==> config.mk <==
export PLATFORM = sky130hd
export DESIGN_NAME = mex_exec
export DESIGN_NICKNAME = d
export VERILOG_FILES = /design/src/shared/mex_pkg.sv /design/src/verilog/mex_subtract.sv /design/src/verilog/mex_exec.sv
export SDC_FILE = /design/constraint.sdc
export NUM_CORES = 1
export LEC_CHECK = 0
export BUFFER_PORTS_ARGS = -buffer_cell sky130_fd_sc_hd__buf_2
export CELL_PAD_IN_SITES_DETAIL_PLACEMENT = 0
export CELL_PAD_IN_SITES_GLOBAL_PLACEMENT = 1
export CORE_AREA = 5 5 133 135
export CTS_CLUSTER_SIZE = 30
export DETAILED_ROUTE_END_ITERATION = 10
export DIE_AREA = 0 0 138 140
export PLACE_DENSITY_LB_ADDON = 0.25
export SYNTH_ARGS = -nofsm -noshare
export SYNTH_HDL_FRONTEND = slang
export SYNTH_SLANG_ARGS = --single-unit
==> constraint.sdc <==
create_clock -name clock_in -period 3.3 [get_ports clock_in]
set_clock_uncertainty 0.05 [all_clocks]
set_input_delay 0.495 -clock clock_in [delete_from_list [all_inputs] [get_ports clock_in]]
set_output_delay 0.495 -clock clock_in [all_outputs]
set_load 0.03 [all_outputs]
==> src/shared/mex_pkg.sv <==
// package for the skip, subtract, swap, table read and xor execution block
package mex_pkg;
   localparam int DATA_W = 8;
   localparam int PROG_W = 16;
   localparam int PAGE_W = 8;
   localparam logic [7:0] BYTE_ONES = 8'hFF;
   localparam logic [7:0] BYTE_ZERO = 8'h00;
   localparam logic [7:0] BYTE_ONE  = 8'h01;
   localparam logic [3:0] FLAGS_RST = 4'h0;
   localparam logic [7:0] ACC_RST   = 8'h00;

   typedef enum logic [4:0] {
      OP_NONE, OP_DEC_SKIP_ACC, OP_INC_SKIP, OP_INC_SKIP_ACC, OP_SET_BYTE,
      OP_SET_BIT, OP_SKIP_BIT_NZ, OP_SKIP_BIT_Z, OP_SKIP_ZERO, OP_SKIP_ZERO_LOAD,
      OP_SUB_MEM, OP_SUB_TO_MEM, OP_SUB_IMM, OP_SWAP, OP_SWAP_ACC,
      OP_TABLE_READ, OP_TABLE_READ_LAST, OP_XOR_MEM, OP_XOR_TO_MEM, OP_XOR_IMM
   } mex_op_t;

   // one decoded instruction from the core
   typedef struct packed {
      mex_op_t    op;
      logic [2:0] bit_sel;
      logic [7:0] operand;
      logic [7:0] literal;
   } mex_instr_t;

   // status flags kept by this block
   typedef struct packed {
      logic signed_wrap_flag;
      logic zero;
      logic nibble_carry_flag;
      logic carry;
   } mex_flags_t;

   // data memory write request
   typedef struct packed {
      logic       en;
      logic [7:0] data;
   } mex_mem_wr_t;
endpackage

==> src/verilog/mex_subtract.sv <==
// eight bit subtractor with overflow, zero, nibble carry and carry flags
`timescale 1ns/10ps
`default_nettype none
module mex_subtract
   import mex_pkg::*;
(
   input  wire logic [7:0] min_in,
   input  wire logic [7:0] sub_in,
   output logic [7:0]      diff_out,
   output mex_flags_t      flags_out
);
   logic [8:0] full_diff;
   logic [4:0] low_diff;

   // carry is the inverse of borrow
   always_comb begin
      full_diff = {1'b0, min_in} - {1'b0, sub_in};
      low_diff  = {1'b0, min_in[3:0]} - {1'b0, sub_in[3:0]};
      diff_out  = full_diff[7:0];
      flags_out.carry             = ~full_diff[8];
      flags_out.nibble_carry_flag = ~low_diff[4];
      flags_out.zero              = (full_diff[7:0] == BYTE_ZERO);
      flags_out.signed_wrap_flag  = (min_in[7] ^ sub_in[7]) & (min_in[7] ^ full_diff[7]);
   end
endmodule
`default_nettype wire

==> src/verilog/mex_exec.sv <==
// execution unit for skip, subtract, swap, table read and xor instructions
`timescale 1ns/10ps
`default_nettype none
module mex_exec
   import mex_pkg::*;
#(
   parameter int PROG_AW = 12
)(
   input  wire logic               clock_in,
   input  wire logic               rst_n_in,
   input  wire logic               issue_in,
   input  wire mex_instr_t         instr_in,
   input  wire logic [7:0]         table_pointer_low_in,
   input  wire logic [7:0]         table_pointer_high_in,
   input  wire logic [PROG_W-1:0]  prog_word_in,
   output logic [PROG_AW-1:0]      prog_addr_out,
   output mex_mem_wr_t             mem_wr_out,
   output logic [7:0]              acc_out,
   output mex_flags_t              flags_out,
   output logic [7:0]              table_read_high_byte_out,
   output logic                    skip_out,
   output logic                    busy_out
);
   typedef enum logic [1:0] {ST_IDLE, ST_TABLE, ST_DUMMY} mex_state_t;

   mex_state_t  state_ff, nxt_state;
   logic [7:0]  acc_ff, nxt_acc;
   mex_flags_t  flags_ff, nxt_flags;
   logic [7:0]  table_read_high_byte_ff, nxt_table_read_high_byte;
   mex_mem_wr_t wr_ff, nxt_wr;
   logic        skip_ff, nxt_skip;
   logic [PROG_AW-1:0] paddr_ff, nxt_paddr;
   logic [7:0]  sub_b, sub_diff;
   mex_flags_t  sub_flags;

   function automatic logic is_zero(input logic [7:0] v);
      return v == BYTE_ZERO;
   endfunction

   function automatic logic [7:0] swap_nib(input logic [7:0] v);
      return {v[3:0], v[7:4]};
   endfunction

   // subtrahend is the literal for the immediate form
   assign sub_b = (instr_in.op == OP_SUB_IMM) ? instr_in.literal : instr_in.operand;

   mex_subtract u_sub (
      .min_in    (acc_ff),
      .sub_in    (sub_b),
      .diff_out  (sub_diff),
      .flags_out (sub_flags)
   );

   // next state, results and skip decision
   always_comb begin
      logic [7:0] r;
      logic       sk;
      r         = BYTE_ZERO;
      sk        = 1'b0;
      nxt_state = state_ff;
      nxt_acc   = acc_ff;
      nxt_flags = flags_ff;
      nxt_table_read_high_byte  = table_read_high_byte_ff;
      nxt_wr    = '0;
      nxt_skip  = 1'b0;
      nxt_paddr = paddr_ff;
      unique case (state_ff)
         ST_IDLE: begin
            if (issue_in) begin
               unique case (instr_in.op)
                  OP_DEC_SKIP_ACC: begin
                     r = instr_in.operand - BYTE_ONE;
                     nxt_acc = r;
                     sk = is_zero(r);
                  end
                  OP_INC_SKIP: begin
                     r = instr_in.operand + BYTE_ONE;
                     nxt_wr = '{en: 1'b1, data: r};
                     sk = is_zero(r);
                  end
                  OP_INC_SKIP_ACC: begin
                     r = instr_in.operand + BYTE_ONE;
                     nxt_acc = r;
                     sk = is_zero(r);
                  end
                  OP_SET_BYTE: nxt_wr = '{en: 1'b1, data: BYTE_ONES};
                  OP_SET_BIT: begin
                     r = instr_in.operand;
                     r[instr_in.bit_sel] = 1'b1;
                     nxt_wr = '{en: 1'b1, data: r};
                  end
                  OP_SKIP_BIT_NZ: sk = instr_in.operand[instr_in.bit_sel];
                  OP_SKIP_BIT_Z: sk = ~instr_in.operand[instr_in.bit_sel];
                  OP_SKIP_ZERO: sk = is_zero(instr_in.operand);
                  OP_SKIP_ZERO_LOAD: begin
                     nxt_acc = instr_in.operand;
                     sk = is_zero(instr_in.operand);
                  end
                  OP_SUB_MEM, OP_SUB_IMM: begin
                     nxt_acc = sub_diff;
                     nxt_flags = sub_flags;
                  end
                  OP_SUB_TO_MEM: begin
                     nxt_wr = '{en: 1'b1, data: sub_diff};
                     nxt_flags = sub_flags;
                  end
                  OP_SWAP: nxt_wr = '{en: 1'b1, data: swap_nib(instr_in.operand)};
                  OP_SWAP_ACC: nxt_acc = swap_nib(instr_in.operand);
                  OP_TABLE_READ: begin
                     // full pointer, upper bits cut to program size
                     nxt_paddr = PROG_AW'({table_pointer_high_in, table_pointer_low_in});
                     nxt_state = ST_TABLE;
                  end
                  OP_TABLE_READ_LAST: begin
                     nxt_paddr = {{(PROG_AW-PAGE_W){1'b1}}, table_pointer_low_in};
                     nxt_state = ST_TABLE;
                  end
                  OP_XOR_MEM, OP_XOR_IMM: begin
                     r = acc_ff ^ ((instr_in.op == OP_XOR_IMM) ? instr_in.literal
                                                                : instr_in.operand);
                     nxt_acc = r;
                     nxt_flags.zero = is_zero(r);
                  end
                  OP_XOR_TO_MEM: begin
                     r = acc_ff ^ instr_in.operand;
                     nxt_wr = '{en: 1'b1, data: r};
                     nxt_flags.zero = is_zero(r);
                  end
                  default: ;
               endcase
               if (sk) begin
                  nxt_skip  = 1'b1;
                  nxt_state = ST_DUMMY;
               end
            end
         end
         // program word is taken in the same cycle that the address is presented
         ST_TABLE: begin
            nxt_wr    = '{en: 1'b1, data: prog_word_in[7:0]};
            nxt_table_read_high_byte  = prog_word_in[15:8];
            nxt_state = ST_IDLE;
         end
         // dummy cycle while the following instruction is discarded
         ST_DUMMY: nxt_state = ST_IDLE;
         default: nxt_state = ST_IDLE;
      endcase
   end

   // register all state
   always_ff @(posedge clock_in or negedge rst_n_in) begin
      if (!rst_n_in) begin
         state_ff <= ST_IDLE;
         acc_ff   <= ACC_RST;
         flags_ff <= FLAGS_RST;
         table_read_high_byte_ff  <= BYTE_ZERO;
         wr_ff    <= '0;
         skip_ff  <= 1'b0;
         paddr_ff <= '0;
      end else begin
         state_ff <= nxt_state;
         acc_ff   <= nxt_acc;
         flags_ff <= nxt_flags;
         table_read_high_byte_ff  <= nxt_table_read_high_byte;
         wr_ff    <= nxt_wr;
         skip_ff  <= nxt_skip;
         paddr_ff <= nxt_paddr;
      end
   end

   assign acc_out                  = acc_ff;
   assign flags_out                = flags_ff;
   assign table_read_high_byte_out = table_read_high_byte_ff;
   assign mem_wr_out               = wr_ff;
   assign skip_out                 = skip_ff;
   assign prog_addr_out            = paddr_ff;
   // issue must be held off while busy; the core sees this as a stall
   assign busy_out                 = (state_ff != ST_IDLE);

   // skip lasts exactly one dummy cycle
   skip_two_cycle_a: assert property (@(posedge clock_in) disable iff (!rst_n_in)
      skip_ff |-> busy_out ##1 !busy_out)
      else $error("skip did not insert one dummy cycle");

   // byte set writes all ones, flags kept
   set_byte_write_a: assert property (@(posedge clock_in) disable iff (!rst_n_in)
      (issue_in && !busy_out && instr_in.op == OP_SET_BYTE) |=>
      (mem_wr_out.en && mem_wr_out.data == BYTE_ONES && flags_out == $past(flags_out)))
      else $error("byte set wrong");

   // increment skip writes back and skips on wrap
   inc_skip_wrap_a: assert property (@(posedge clock_in) disable iff (!rst_n_in)
      (issue_in && !busy_out && instr_in.op == OP_INC_SKIP && instr_in.operand == BYTE_ONES)
      |=> (skip_out && mem_wr_out.en && mem_wr_out.data == BYTE_ZERO))
      else $error("increment skip wrong on wrap");

   // decrement skip to acc leaves memory alone
   dec_skip_acc_a: assert property (@(posedge clock_in) disable iff (!rst_n_in)
      (issue_in && !busy_out && instr_in.op == OP_DEC_SKIP_ACC) |=>
      (!mem_wr_out.en && skip_out == (acc_out == BYTE_ZERO)))
      else $error("decrement skip to acc wrong");

   // subtraction carry follows borrow
   sub_carry_a: assert property (@(posedge clock_in) disable iff (!rst_n_in)
      (issue_in && !busy_out && instr_in.op == OP_SUB_MEM) |=>
      (flags_out.carry == ($past(acc_out) >= $past(instr_in.operand))))
      else $error("subtract carry wrong");

   // bit zero skip follows the selected bit
   bit_zero_skip_a: assert property (@(posedge clock_in) disable iff (!rst_n_in)
      (issue_in && !busy_out && instr_in.op == OP_SKIP_BIT_Z) |=>
      (skip_out != $past(instr_in.operand[instr_in.bit_sel])))
      else $error("bit zero skip wrong");

   // table read lands two cycles after issue
   table_read_a: assert property (@(posedge clock_in) disable iff (!rst_n_in)
      (issue_in && !busy_out && instr_in.op == OP_TABLE_READ) |=> busy_out ##1
      (mem_wr_out.en && table_read_high_byte_out == $past(prog_word_in[15:8])))
      else $error("table read wrong");

   // xor immediate sets only zero flag
   xor_imm_zero_a: assert property (@(posedge clock_in) disable iff (!rst_n_in)
      (issue_in && !busy_out && instr_in.op == OP_XOR_IMM) |=>
      (flags_out.zero == (acc_out == BYTE_ZERO) && flags_out.carry == $past(flags_out.carry)))
      else $error("xor immediate flags wrong");

   // skip on a zero byte changes nothing else
   skip_zero_keep_a: assert property (@(posedge clock_in) disable iff (!rst_n_in)
      (issue_in && !busy_out && instr_in.op == OP_SKIP_ZERO) |=>
      (!mem_wr_out.en && acc_out == $past(acc_out) && flags_out == $past(flags_out)
       && skip_out == ($past(instr_in.operand) == BYTE_ZERO)))
      else $error("byte zero skip wrong");

   // increment skip to acc leaves memory alone and skips on zero
   inc_acc_skip_a: assert property (@(posedge clock_in) disable iff (!rst_n_in)
      (issue_in && !busy_out && instr_in.op == OP_INC_SKIP_ACC) |=>
      (!mem_wr_out.en && acc_out == $past(instr_in.operand) + BYTE_ONE
       && skip_out == (acc_out == BYTE_ZERO)))
      else $error("increment skip to acc wrong");

   // zero test with load copies the operand, flags kept
   zero_load_acc_a: assert property (@(posedge clock_in) disable iff (!rst_n_in)
      (issue_in && !busy_out && instr_in.op == OP_SKIP_ZERO_LOAD) |=>
      (acc_out == $past(instr_in.operand) && skip_out == (acc_out == BYTE_ZERO)
       && flags_out == $past(flags_out)))
      else $error("zero test with load wrong");

   // bit set adds one bit and keeps the rest
   bit_set_write_a: assert property (@(posedge clock_in) disable iff (!rst_n_in)
      (issue_in && !busy_out && instr_in.op == OP_SET_BIT) |=>
      (mem_wr_out.en && flags_out == $past(flags_out) && mem_wr_out.data ==
       ($past(instr_in.operand) | (BYTE_ONE << $past(instr_in.bit_sel)))))
      else $error("bit set wrong");

   // bit nonzero skip follows the selected bit
   bit_nz_skip_a: assert property (@(posedge clock_in) disable iff (!rst_n_in)
      (issue_in && !busy_out && instr_in.op == OP_SKIP_BIT_NZ) |=>
      (skip_out == $past(instr_in.operand[instr_in.bit_sel])))
      else $error("bit nonzero skip wrong");

   // subtract to memory stores the difference and keeps the accumulator
   sub_mem_store_a: assert property (@(posedge clock_in) disable iff (!rst_n_in)
      (issue_in && !busy_out && instr_in.op == OP_SUB_TO_MEM) |=>
      (mem_wr_out.en && mem_wr_out.data == $past(acc_out) - $past(instr_in.operand)
       && acc_out == $past(acc_out) && flags_out.zero == (mem_wr_out.data == BYTE_ZERO)))
      else $error("subtract to memory wrong");

   // immediate subtract uses the literal, not the memory byte
   sub_imm_result_a: assert property (@(posedge clock_in) disable iff (!rst_n_in)
      (issue_in && !busy_out && instr_in.op == OP_SUB_IMM) |=>
      (acc_out == $past(acc_out) - $past(instr_in.literal) && !mem_wr_out.en
       && flags_out.carry == ($past(acc_out) >= $past(instr_in.literal))))
      else $error("immediate subtract wrong");

   // nibble swap in memory, flags kept
   swap_mem_a: assert property (@(posedge clock_in) disable iff (!rst_n_in)
      (issue_in && !busy_out && instr_in.op == OP_SWAP) |=>
      (mem_wr_out.en && flags_out == $past(flags_out) && mem_wr_out.data ==
       {$past(instr_in.operand[3:0]), $past(instr_in.operand[7:4])}))
      else $error("nibble swap wrong");

   // nibble swap to acc keeps memory
   swap_acc_keep_a: assert property (@(posedge clock_in) disable iff (!rst_n_in)
      (issue_in && !busy_out && instr_in.op == OP_SWAP_ACC) |=>
      (!mem_wr_out.en && acc_out ==
       {$past(instr_in.operand[3:0]), $past(instr_in.operand[7:4])}))
      else $error("nibble swap to acc wrong");

   // xor into acc moves only the zero flag
   xor_mem_zero_a: assert property (@(posedge clock_in) disable iff (!rst_n_in)
      (issue_in && !busy_out && instr_in.op == OP_XOR_MEM) |=>
      (acc_out == ($past(acc_out) ^ $past(instr_in.operand))
       && flags_out.zero == (acc_out == BYTE_ZERO)
       && flags_out.carry == $past(flags_out.carry)))
      else $error("xor memory wrong");

   // xor to memory keeps the accumulator, zero flag from the result
   xor_mem_store_a: assert property (@(posedge clock_in) disable iff (!rst_n_in)
      (issue_in && !busy_out && instr_in.op == OP_XOR_TO_MEM) |=>
      (mem_wr_out.en && mem_wr_out.data == ($past(acc_out) ^ $past(instr_in.operand))
       && acc_out == $past(acc_out) && flags_out.zero == (mem_wr_out.data == BYTE_ZERO)))
      else $error("xor to memory wrong");

   // last page read: upper address bits all ones, low byte from the pointer
   last_page_addr_a: assert property (@(posedge clock_in) disable iff (!rst_n_in)
      (issue_in && !busy_out && instr_in.op == OP_TABLE_READ_LAST) |=>
      (busy_out && prog_addr_out[PAGE_W-1:0] == $past(table_pointer_low_in)
       && (&prog_addr_out[PROG_AW-1:PAGE_W])))
      else $error("last page table read address wrong");

   // an issue in the dummy cycle is dropped, so the skipped word never executes
   dummy_refuse_a: assert property (@(posedge clock_in) disable iff (!rst_n_in)
      (issue_in && state_ff == ST_DUMMY) |=>
      (!mem_wr_out.en && !skip_out && !busy_out && acc_out == $past(acc_out)))
      else $error("issue in dummy cycle not dropped");
endmodule
`default_nettype wire

==> results of run 1 <==
worst register-to-register path, stage by stage, from the launching register on:
cell and delay, ps:
dfrtp_1 530, inv_1 170, ha_1 240, fa_1 380
nand2b_1 160, a21oi_1 130, buf_4 140, a31oi_1 110
xnor2_1 190, a2111oi_0 520, o21ai_0 150
final timing paths:
path | startpoint | endpoint | depth (start not counted)
max | instr_in[19] | mem_wr_out[6]$_DFF_PN0_ | 13
min | rst_n_in | acc_out[1]$_DFFE_PN0P_ | 1
max reg2reg | acc_out[0]$_DFFE_PN0P_ | mem_wr_out[6]$_DFF_PN0_ | 10
min reg2reg | prog_addr_out[5]$_DFFE_PN0P_ | prog_addr_out[5]$_DFFE_PN0P_ | 2
max in group asynchronous | rst_n_in | prog_addr_out[10]$_DFFE_PN0P_ | 2
min in group clock_in | table_pointer_low_in[5] | prog_addr_out[5]$_DFFE_PN0P_ | 3
state kept, by name, summed over array words and instances, names as in the netlist:
name,flops
prog_addr_out,12
mem_wr_out,9
acc_out,8
table_read_high_byte_out,8
flags_out,4
state_ff,2
skip_out,1
area by class of cell:
cell class	instances	area, sq um	area share [%]
Multi-Input combinational cell	399	2659	52.55
Sequential cell	44	1101	21.76
Timing Repair Buffer	137	785.8	15.53
Tap cell	220	275.3	5.440
Clock buffer	5	125.1	2.473
Clock inverter	3	46.29	0.9149
Inverter	18	67.56	1.335
cells by family (layout without fill, tap and decap cells):
group                      after synthesis  count (layout)  share of synthesized area, %
AOI/OAI and AO/OA                      132             132                         23.43
xor gates and xnor gates                22              22                         4.849
adders and majority gates               14              14                         4.597
buffers and inverters                   52             163                         5.699
DFF                                     44              44                         27.71
muxes                                   20              20                         6.014
and+or+nand+nor                        211             211                         27.71
metrics by stage:
stage,instances,total power [mW],setup slack (ps)
floorplan,495,1.537,6.282
global placement,818,2.061,-30.64
detailed placement,818,2.067,-113.9
CTS,826,2.661,175.5
global route,826,2.801,2.986
finish,826,2.642,124.2
power by group through the flow:
stage	clock network [mW]	logic, mW	registers (mW)
after CTS	0.596	1.28	0.787
final	0.585	1.27	0.784
after global routing	0.625	1.37	0.804
after floorplan	0	0.563	0.974
after detailed placement	0	1.27	0.797
after global placement	0	1.27	0.795
cells in the mapped netlist (4+ instances only):
cell type | instances | share of area, %
a21o_1 | 5 | 0.94
a21oi_1 | 17 | 2.1
a221oi_1 | 10 | 2.2
a22oi_1 | 7 | 1.3
a31oi_1 | 9 | 1.4
buf_2 | 10 | 1.3
clkbuf_1 | 21 | 2.0
dfrtp_1 | 44 | 28
ha_1 | 13 | 4.1
inv_1 | 17 | 1.6
mux2_2 | 11 | 3.1
mux2i_1 | 7 | 1.8
nand2_1 | 58 | 5.5
nand2b_1 | 6 | 0.94
nand3_1 | 20 | 2.5
nand4_1 | 7 | 1.1
nand4b_1 | 8 | 1.8
nor2_1 | 37 | 3.5
nor2b_1 | 23 | 3.6
nor3_1 | 13 | 1.6
nor3b_1 | 6 | 1.1
nor4_1 | 5 | 0.79
o2111ai_1 | 4 | 0.88
o21ai_0 | 24 | 3.0
o21ai_1 | 4 | 0.50
o22ai_1 | 9 | 1.4
o31ai_1 | 8 | 1.5
or4_1 | 6 | 1.1
xnor2_1 | 8 | 1.8
xor2_1 | 14 | 3.1
per-layer routing:
metal | global-route usage [%] | wire length, um
met5 | 0 | 0
met4 | 4.888 | 420
met3 | 3.170 | 1265
met2 | 26.93 | 7572
met1 | 22.77 | 7291
==> results.json, run 1 <==
{
  "cp-end-kind": "flip-flop",
  "detail_route.first_pass.iterations": 6,
  "ys_warn_count": 0,
  "placed_area_sq_um": 4888,
  "vias_per_cell": 5.317,
  "gp_congestion": 0.9181,
  "syn_inst": 495,
  "cp_max_fo": 3,
  "intPower_mw": 1.484,
  "post-route-min-period_ps": 3176,
  "path_buf_inv": 2,
  "max-slew-margin-rel_pct": 44.21,
  "async_reset_ff_share_pct": 100.0,
  "cts-hold-fix-buffers": 0,
  "dr_total_vias": 4392,
  "slew_violations": 0,
  "syn_nets": 568,
  "clkPwrFrac_pct": 22.1,
  "min_path_type": "primary input to asynchronous set/reset pin",
  "grt_pass1_vias": 4354,
  "num-fill-cells": 1816,
  "dp_hpwl_um": 13010,
  "status": "finished, final reports clean",
  "grt.overflow.total": 0,
  "final_area_sq_um": 5060,
  "track_usage_pct": 16.68,
  "p_sw_mw": 1.158,
  "num_rows": 47,
  "critPathArrivalTime_ps": 3270,
  "core-area_sq_um": 16350,
  "p_seq_share_pct": 29.7,
  "p_per_area_nw_per_um2": 522.2,
  "drive_gt1_share_pct": 27.72,
  "cp_slowest_cell": "a2111oi_0",
  "dieWidth_um": 138,
  "max_freq_mhz": 314.9,
  "antenna_left": 0,
  "hold_viol": 0,
  "numCtsBuffers": 5,
  "crit_required_ps": 3400,
  "drt-wirelength-per-cell_um": 20.04,
  "drtIter0Drc": 413,
  "crit_family": "compound AO/OA/AOI/OAI gates",
  "swShare_pct": 43.83,
  "pin_count": 102,
  "slowest_delay_ps": 520,
  "vdd_drop_max_uv": 246.9,
  "pwr-share-comb_pct": 48.2,
  "ys.flop_type": "dfrtp_1",
  "layout.nets": 678,
  "wl_um": 16550,
  "clock-sinks": 44,
  "ys_seq_area_share_pct": 27.71,
  "grt_pass1_wl_um": 25600,
  "synth_area_per_cell_sq_um": 8.028,
  "layout_commonest_cell": "buf_2",
  "reg2reg_slack_ps": 390,
  "rsz0062_at_grt": "no",
  "path_clk_slew_ps": 70,
  "portBuffers": 97,
  "worstSetupStartpointType": "primary input",
  "worst_pin_slew_ps": 836.9,
  "critPathKind": "primary input to flip-flop",
  "diodes": 0,
  "post_cts_buffers": 0,
  "cts_tree": "yes",
  "hold_ws_ps": 261.6,
  "yosys.cell_types.count": 67,
  "synth_edf_count": 0,
  "setup-tns-final_ps": 0,
  "htreeDepth": 2,
  "cts_resized": 0,
  "grt_max_degree": 36,
  "finalSetupViolCount": 0,
  "period_share_pct": 96.24,
  "synth-seq-cells": 44,
  "clock_latency_ps": 290,
  "final_util_pct": 30.95,
  "initial_core_util_pct": 24.31,
  "cp_cell_sequence": "buf_2 -> nor2_1 -> nand3_4 -> mux2_2 -> ha_1 -> fa_1 -> nand2b_1 -> a21oi_1 -> buf_4 -> a31oi_1 -> xnor2_1 -> a2111oi_0 -> o21ai_0",
  "area_growth_pct": 27.33,
  "clk_path_buf_depth": 2,
  "die_h_um": 140,
  "dieArea_sq_um": 19320,
  "grt_antenna_before_repair": 0,
  "final_cell_mix": "buf_2 (97), nand2_1 (58), dfrtp_1 (44)",
  "leakage_nw": 2.274,
  "drv_cap": 0,
  "synthesis.area_sq_um": 3974,
  "drc": 0,
  "ctsRootBufferMaster": "clkbuf_16"
}
No activity file was read; power rests on OpenSTA's default activity.
==> run 2, diff against run 1 <==
- CELL_PAD_IN_SITES_DETAIL_PLACEMENT: 0 -> default
- CELL_PAD_IN_SITES_GLOBAL_PLACEMENT: 1 -> default
==> run 2 against run 1 <==
First-iteration DRC count down 35%. Utilization up 0.30 points. Non-clock buffer count grew 3. Clock power about the same. Combinational power is 11% higher. Sequential power shrank 4.6%. Clock-buffer cell count unchanged. Wire length down 3.5%. Die area unchanged. Critical path depth did not move.
==> results.json, run 2 (synthesis results as in run 1) <==
{
  "status": "finished, final reports clean",
  "initial_core_util_pct": 24.31,
  "detail_route.first_pass.iterations": 5,
  "grt_pass1_wl_um": 24920,
  "layout_commonest_cell": "buf_2",
  "min_path_type": "primary input to asynchronous set/reset pin",
  "drv_cap": 0,
  "gp_congestion": 0.9081,
  "final_cell_mix": "buf_2 (97), nand2_1 (58), dfrtp_1 (44)",
  "dp_slack_ps": -251.5,
  "numCtsBuffers": 5,
  "finalWorstSetupSlack_ps": 202.2,
  "diodes": 0,
  "portBuffers": 97,
  "p_per_area_nw_per_um2": 536.9,
  "layout.nets": 681,
  "cts_tree": "yes",
  "track_usage_pct": 15.94,
  "num_rows": 47,
  "ctsRootBufferMaster": "clkbuf_16",
  "placed_area_sq_um": 4911,
  "drt-wirelength-per-cell_um": 19.26,
  "area_growth_pct": 28.56,
  "rr_worst_depth": 9,
  "max_freq_mhz": 322.8,
  "pin_count": 102,
  "cts-hold-fix-buffers": 0,
  "grt_max_degree": 45,
  "crit-reg2reg-launch": "acc_out[1]$_DFFE_PN0P_",
  "finalSetupViolCount": 0,
  "crit_required_ps": 3410,
  "htreeDepth": 2,
  "critPathArrivalTime_ps": 3210,
  "post-route-min-period_ps": 3098,
  "drtIter0Drc": 267,
  "final_util_pct": 31.25,
  "drive_gt1_share_pct": 28.90,
  "worstSetupStartpointType": "primary input",
  "drc": 0,
  "clk_path_buf_depth": 2,
  "reg2reg_slack_ps": 590,
  "startpoint": "instr_in[22]",
  "vdd_drop_max_uv": 229.2,
  "dieWidth_um": 138,
  "vias_per_cell": 5.282,
  "setup-tns-final_ps": 0,
  "cp-end-kind": "flip-flop",
  "antenna_left": 0,
  "max-slew-margin-rel_pct": 26.17,
  "dieArea_sq_um": 19320,
  "path_clk_slew_ps": 60,
  "final_area_sq_um": 5109,
  "dp_hpwl_um": 12500,
  "critPathKind": "primary input to flip-flop",
  "worst_pin_slew_ps": 1100,
  "wl_um": 15960,
  "dr_total_vias": 4379,
  "cp_max_fo": 3,
  "grt_antenna_before_repair": 1,
  "largest_register_ffs": 12,
  "regToRegEndpoint": "mem_wr_out[6]$_DFF_PN0_",
  "clock-sinks": 44,
  "die_h_um": 140,
  "clock_latency_ps": 290,
  "slew_violations": 0,
  "hold_viol": 0,
  "critPathCapture": "mem_wr_out[6]$_DFF_PN0_",
  "core-area_sq_um": 16350,
  "grt_pass1_vias": 4367,
  "grt.overflow.total": 0,
  "leakage_nw": 2.302,
  "period_share_pct": 93.87
}
==> run 2: timing repair <==
item	in CTS	in global routing
gates resized for setup	1	5
setup buffers	0	0
endpoints found under the setup margin	1	4
==> run 2: worst min path at each step <==
stage / from / endpoint / slack, ps / cells past startpoint
floorplan: rst_n_in / acc_out[0]$_DFFE_PN0P_ / 150 / 0
global placement: prog_addr_out[3]$_DFFE_PN0P_ / prog_addr_out[3]$_DFFE_PN0P_ / 400 / 2
detailed placement: prog_addr_out[2]$_DFFE_PN0P_ / prog_addr_out[2]$_DFFE_PN0P_ / 410 / 2
CTS: table_pointer_low_in[6] / prog_addr_out[6]$_DFFE_PN0P_ / 340 / 3
global route: prog_word_in[4] / mem_wr_out[4]$_DFF_PN0_ / 360 / 2
finish: rst_n_in / flags_out[0]$_DFFE_PN0P_ / 340 / 1
==> run 2: layer usage <==
layer | GRT usage [%] | share of wire [%] | up-vias
met3 | 3.681 | 7.7 | 44
li1 | - | - | 2062
met5 | 0 | 0.069 | -
met4 | 7.072 | 3.8 | 2
met1 | 20.03 | 42 | 2070
met2 | 26.16 | 46 | 201
==> run 2: through the flow <==
| step | power (mW) | instances | hold slack (ps) |
|---|---|---|---|
| 2_1_floorplan | 1.537 | 495 | 149.4 |
| 3_3_place_gp | 2.132 | 821 | 404.3 |
| 3_5_place_dp | 2.146 | 821 | 410.9 |
| 4_1_cts | 2.741 | 829 | 336.2 |
| 5_1_grt | 2.891 | 829 | 357.6 |
| 6_report | 2.743 | 829 | 344.6 |
==> run 2: final cells by class <==
| cell class | count | area, sq um |
|---|---|---|
| clock buffers | 5 | 125.1 |
| clock inverters | 3 | 46.29 |
| fillers | 1787 | 11240 |
| inverters | 18 | 67.56 |
| multi-input cells | 399 | 2685 |
| flip-flops and latches | 44 | 1101 |
| well taps | 220 | 275.3 |
| repair buffers | 140 | 808.3 |
==> run 2: power by group <==
part           internal (mW)  total [mW]  switching (mW)  leakage, nW
clock                  0.360       0.585           0.225       0.0804
sequential             0.653       0.748          0.0951        0.562
combinational          0.535        1.41           0.874         1.66
total                   1.55        2.74            1.19         2.30
==> run 2: critical path, cell delays in order <==
cell and delay, ps:
buf_2 100, nor2b_2 160, nand3_4 100, mux2_2 360
ha_1 190, fa_1 400, nand2b_1 160, a21oi_1 220
buf_4 170, a31oi_1 140, xnor2_2 210, a2111oi_2 380
o21ai_0 120
==> run 3, diff against run 2 <==
- PLACE_DENSITY_LB_ADDON: 0.25 -> default
==> run 3 against run 2 <==
Wire length is 5.3% lower. Via count is 0.11% lower. Register-to-register slack worse by 160 ps. Clock power is 9.2% lower. Non-clock buffer count is 5 lower. Critical path depth stayed put. Largest cell class unchanged. First-iteration DRC count is 91% higher. Highest routed layer unchanged. Global-route usage is 1.1 points lower. Total power is 5.3% lower. Largest power group unchanged. Worst hold slack worse by 4.2 ps. Clock-buffer cell count is 1 higher. Sequential cell count stayed put.
==> results.json, run 3 (synthesis results as in run 1) <==
{
  "final_area_sq_um": 5029,
  "crit_required_ps": 3420,
  "diodes": 0,
  "num_rows": 47,
  "wl_um": 15110,
  "vias_per_cell": 5.308,
  "initial_core_util_pct": 24.31,
  "dp_hpwl_um": 11350,
  "status": "finished, final reports clean",
  "slew_violations": 0,
  "gp_congestion": 0.9677,
  "cts_tree": "yes",
  "pin_count": 102,
  "drt-wirelength-per-cell_um": 18.34,
  "clk_path_buf_depth": 2,
  "die_h_um": 140,
  "cp-end-kind": "flip-flop",
  "critPathKind": "primary input to flip-flop",
  "placed_cells": 816,
  "clock_latency_ps": 290,
  "crit-reg2reg-launch": "acc_out[0]$_DFFE_PN0P_",
  "numCtsBuffers": 5,
  "reg2reg_slack_ps": 430,
  "area_growth_pct": 26.54,
  "drv_cap": 0,
  "p_per_area_nw_per_um2": 516.6,
  "max_freq_mhz": 322.5,
  "setup-tns-final_ps": 0,
  "leakage_nw": 2.255,
  "worst_pin_slew_ps": 1113,
  "final_cell_mix": "buf_2 (97), nand2_1 (58), dfrtp_1 (44)",
  "cp_max_fo": 3,
  "rr_worst_depth": 10,
  "drive_gt1_share_pct": 27.48,
  "dieArea_sq_um": 19320,
  "layout_commonest_cell": "buf_2",
  "post-route-min-period_ps": 3101,
  "critPathArrivalTime_ps": 3220,
  "placed_area_sq_um": 4873,
  "min_path_type": "primary input to asynchronous set/reset pin",
  "antenna_left": 0,
  "dr_total_vias": 4374,
  "largest_register_ffs": 12,
  "max-slew-margin-rel_pct": 25.30,
  "hold_ws_ps": 340.4,
  "htreeDepth": 2,
  "drtIter0Drc": 511,
  "detail_route.first_pass.iterations": 6,
  "drc": 0,
  "dp_slack_ps": -135.0,
  "ctsRootBufferMaster": "clkbuf_16",
  "vdd_drop_max_uv": 182.8,
  "grt.overflow.total": 0,
  "grt_antenna_before_repair": 1,
  "regToRegEndpoint": "mem_wr_out[6]$_DFF_PN0_",
  "hold_viol": 0,
  "layoutNonFillerInstCount": 824,
  "path_clk_slew_ps": 70,
  "finalSetupViolCount": 0,
  "dieWidth_um": 138,
  "grt_max_degree": 45,
  "clock-sinks": 44,
  "finalWorstSetupSlack_ps": 198.9,
  "core-area_sq_um": 16350,
  "rsz0062_at_grt": "no",
  "worstSetupStartpointType": "primary input",
  "post_cts_buffers": 0,
  "final_util_pct": 30.76,
  "grt_pass1_vias": 4104,
  "portBuffers": 97,
  "track_usage_pct": 14.84,
  "grt_pass1_wl_um": 23400,
  "period_share_pct": 93.97,
  "finalPower_mw": 2.598,
  "layout.nets": 676
}
[run 3: metal layers]
layer	wire (um)	track usage (%)	up-vias
li1	-	-	2054
met1	6018	19.10	2015
met2	7150	24.43	244
met3	1295	2.693	59
met4	636	6.448	2
met5	7	0	-
[run 3: worst max path at each step]
stage,slack (ps),start,endpoint
global placement,-10,instr_in[22],flags_out[2]$_DFFE_PN0P_
CTS,170,instr_in[22],mem_wr_out[6]$_DFF_PN0_
floorplan,6,instr_in[19],flags_out[2]$_DFFE_PN0P_
detailed placement,-130,instr_in[22],mem_wr_out[6]$_DFF_PN0_
global route,50,instr_in[22],mem_wr_out[6]$_DFF_PN0_
finish,200,instr_in[22],mem_wr_out[6]$_DFF_PN0_
[run 3: layout make-up]
type	instances	area [sq um]
Multi-Input combinational cell	399	2660
Tap cell	220	275.3
Sequential cell	44	1101
Clock inverter	2	15.01
Inverter	18	67.56
Timing Repair Buffer	135	770.7
Fill cell	1799	11320
Clock buffer	6	138.9
[run 3: critical path, stage by stage]
cell	delay, ps
buf_2	90
nor2b_1	260
nand3_4	130
mux2_2	300
ha_1	190
fa_1	380
nand2b_1	150
a21oi_1	120
buf_4	150
a31oi_1	110
xnor2_1	220
a2111oi_1	490
o21ai_0	130
[run 3: power breakdown]
group	total (mW)	internal, mW	leakage, nW	switching (mW)
clock	0.531	0.302	0.0691	0.229
sequential	0.755	0.653	0.562	0.102
combinational	1.31	0.480	1.62	0.831
[run 3: what timing repair did]
| item | in CTS | in global routing |
|---|---|---|
| hold buffers | 0 | 0 |
| endpoints found under the setup margin | 0 | 1 |
| gates resized for setup | 0 | 1 |
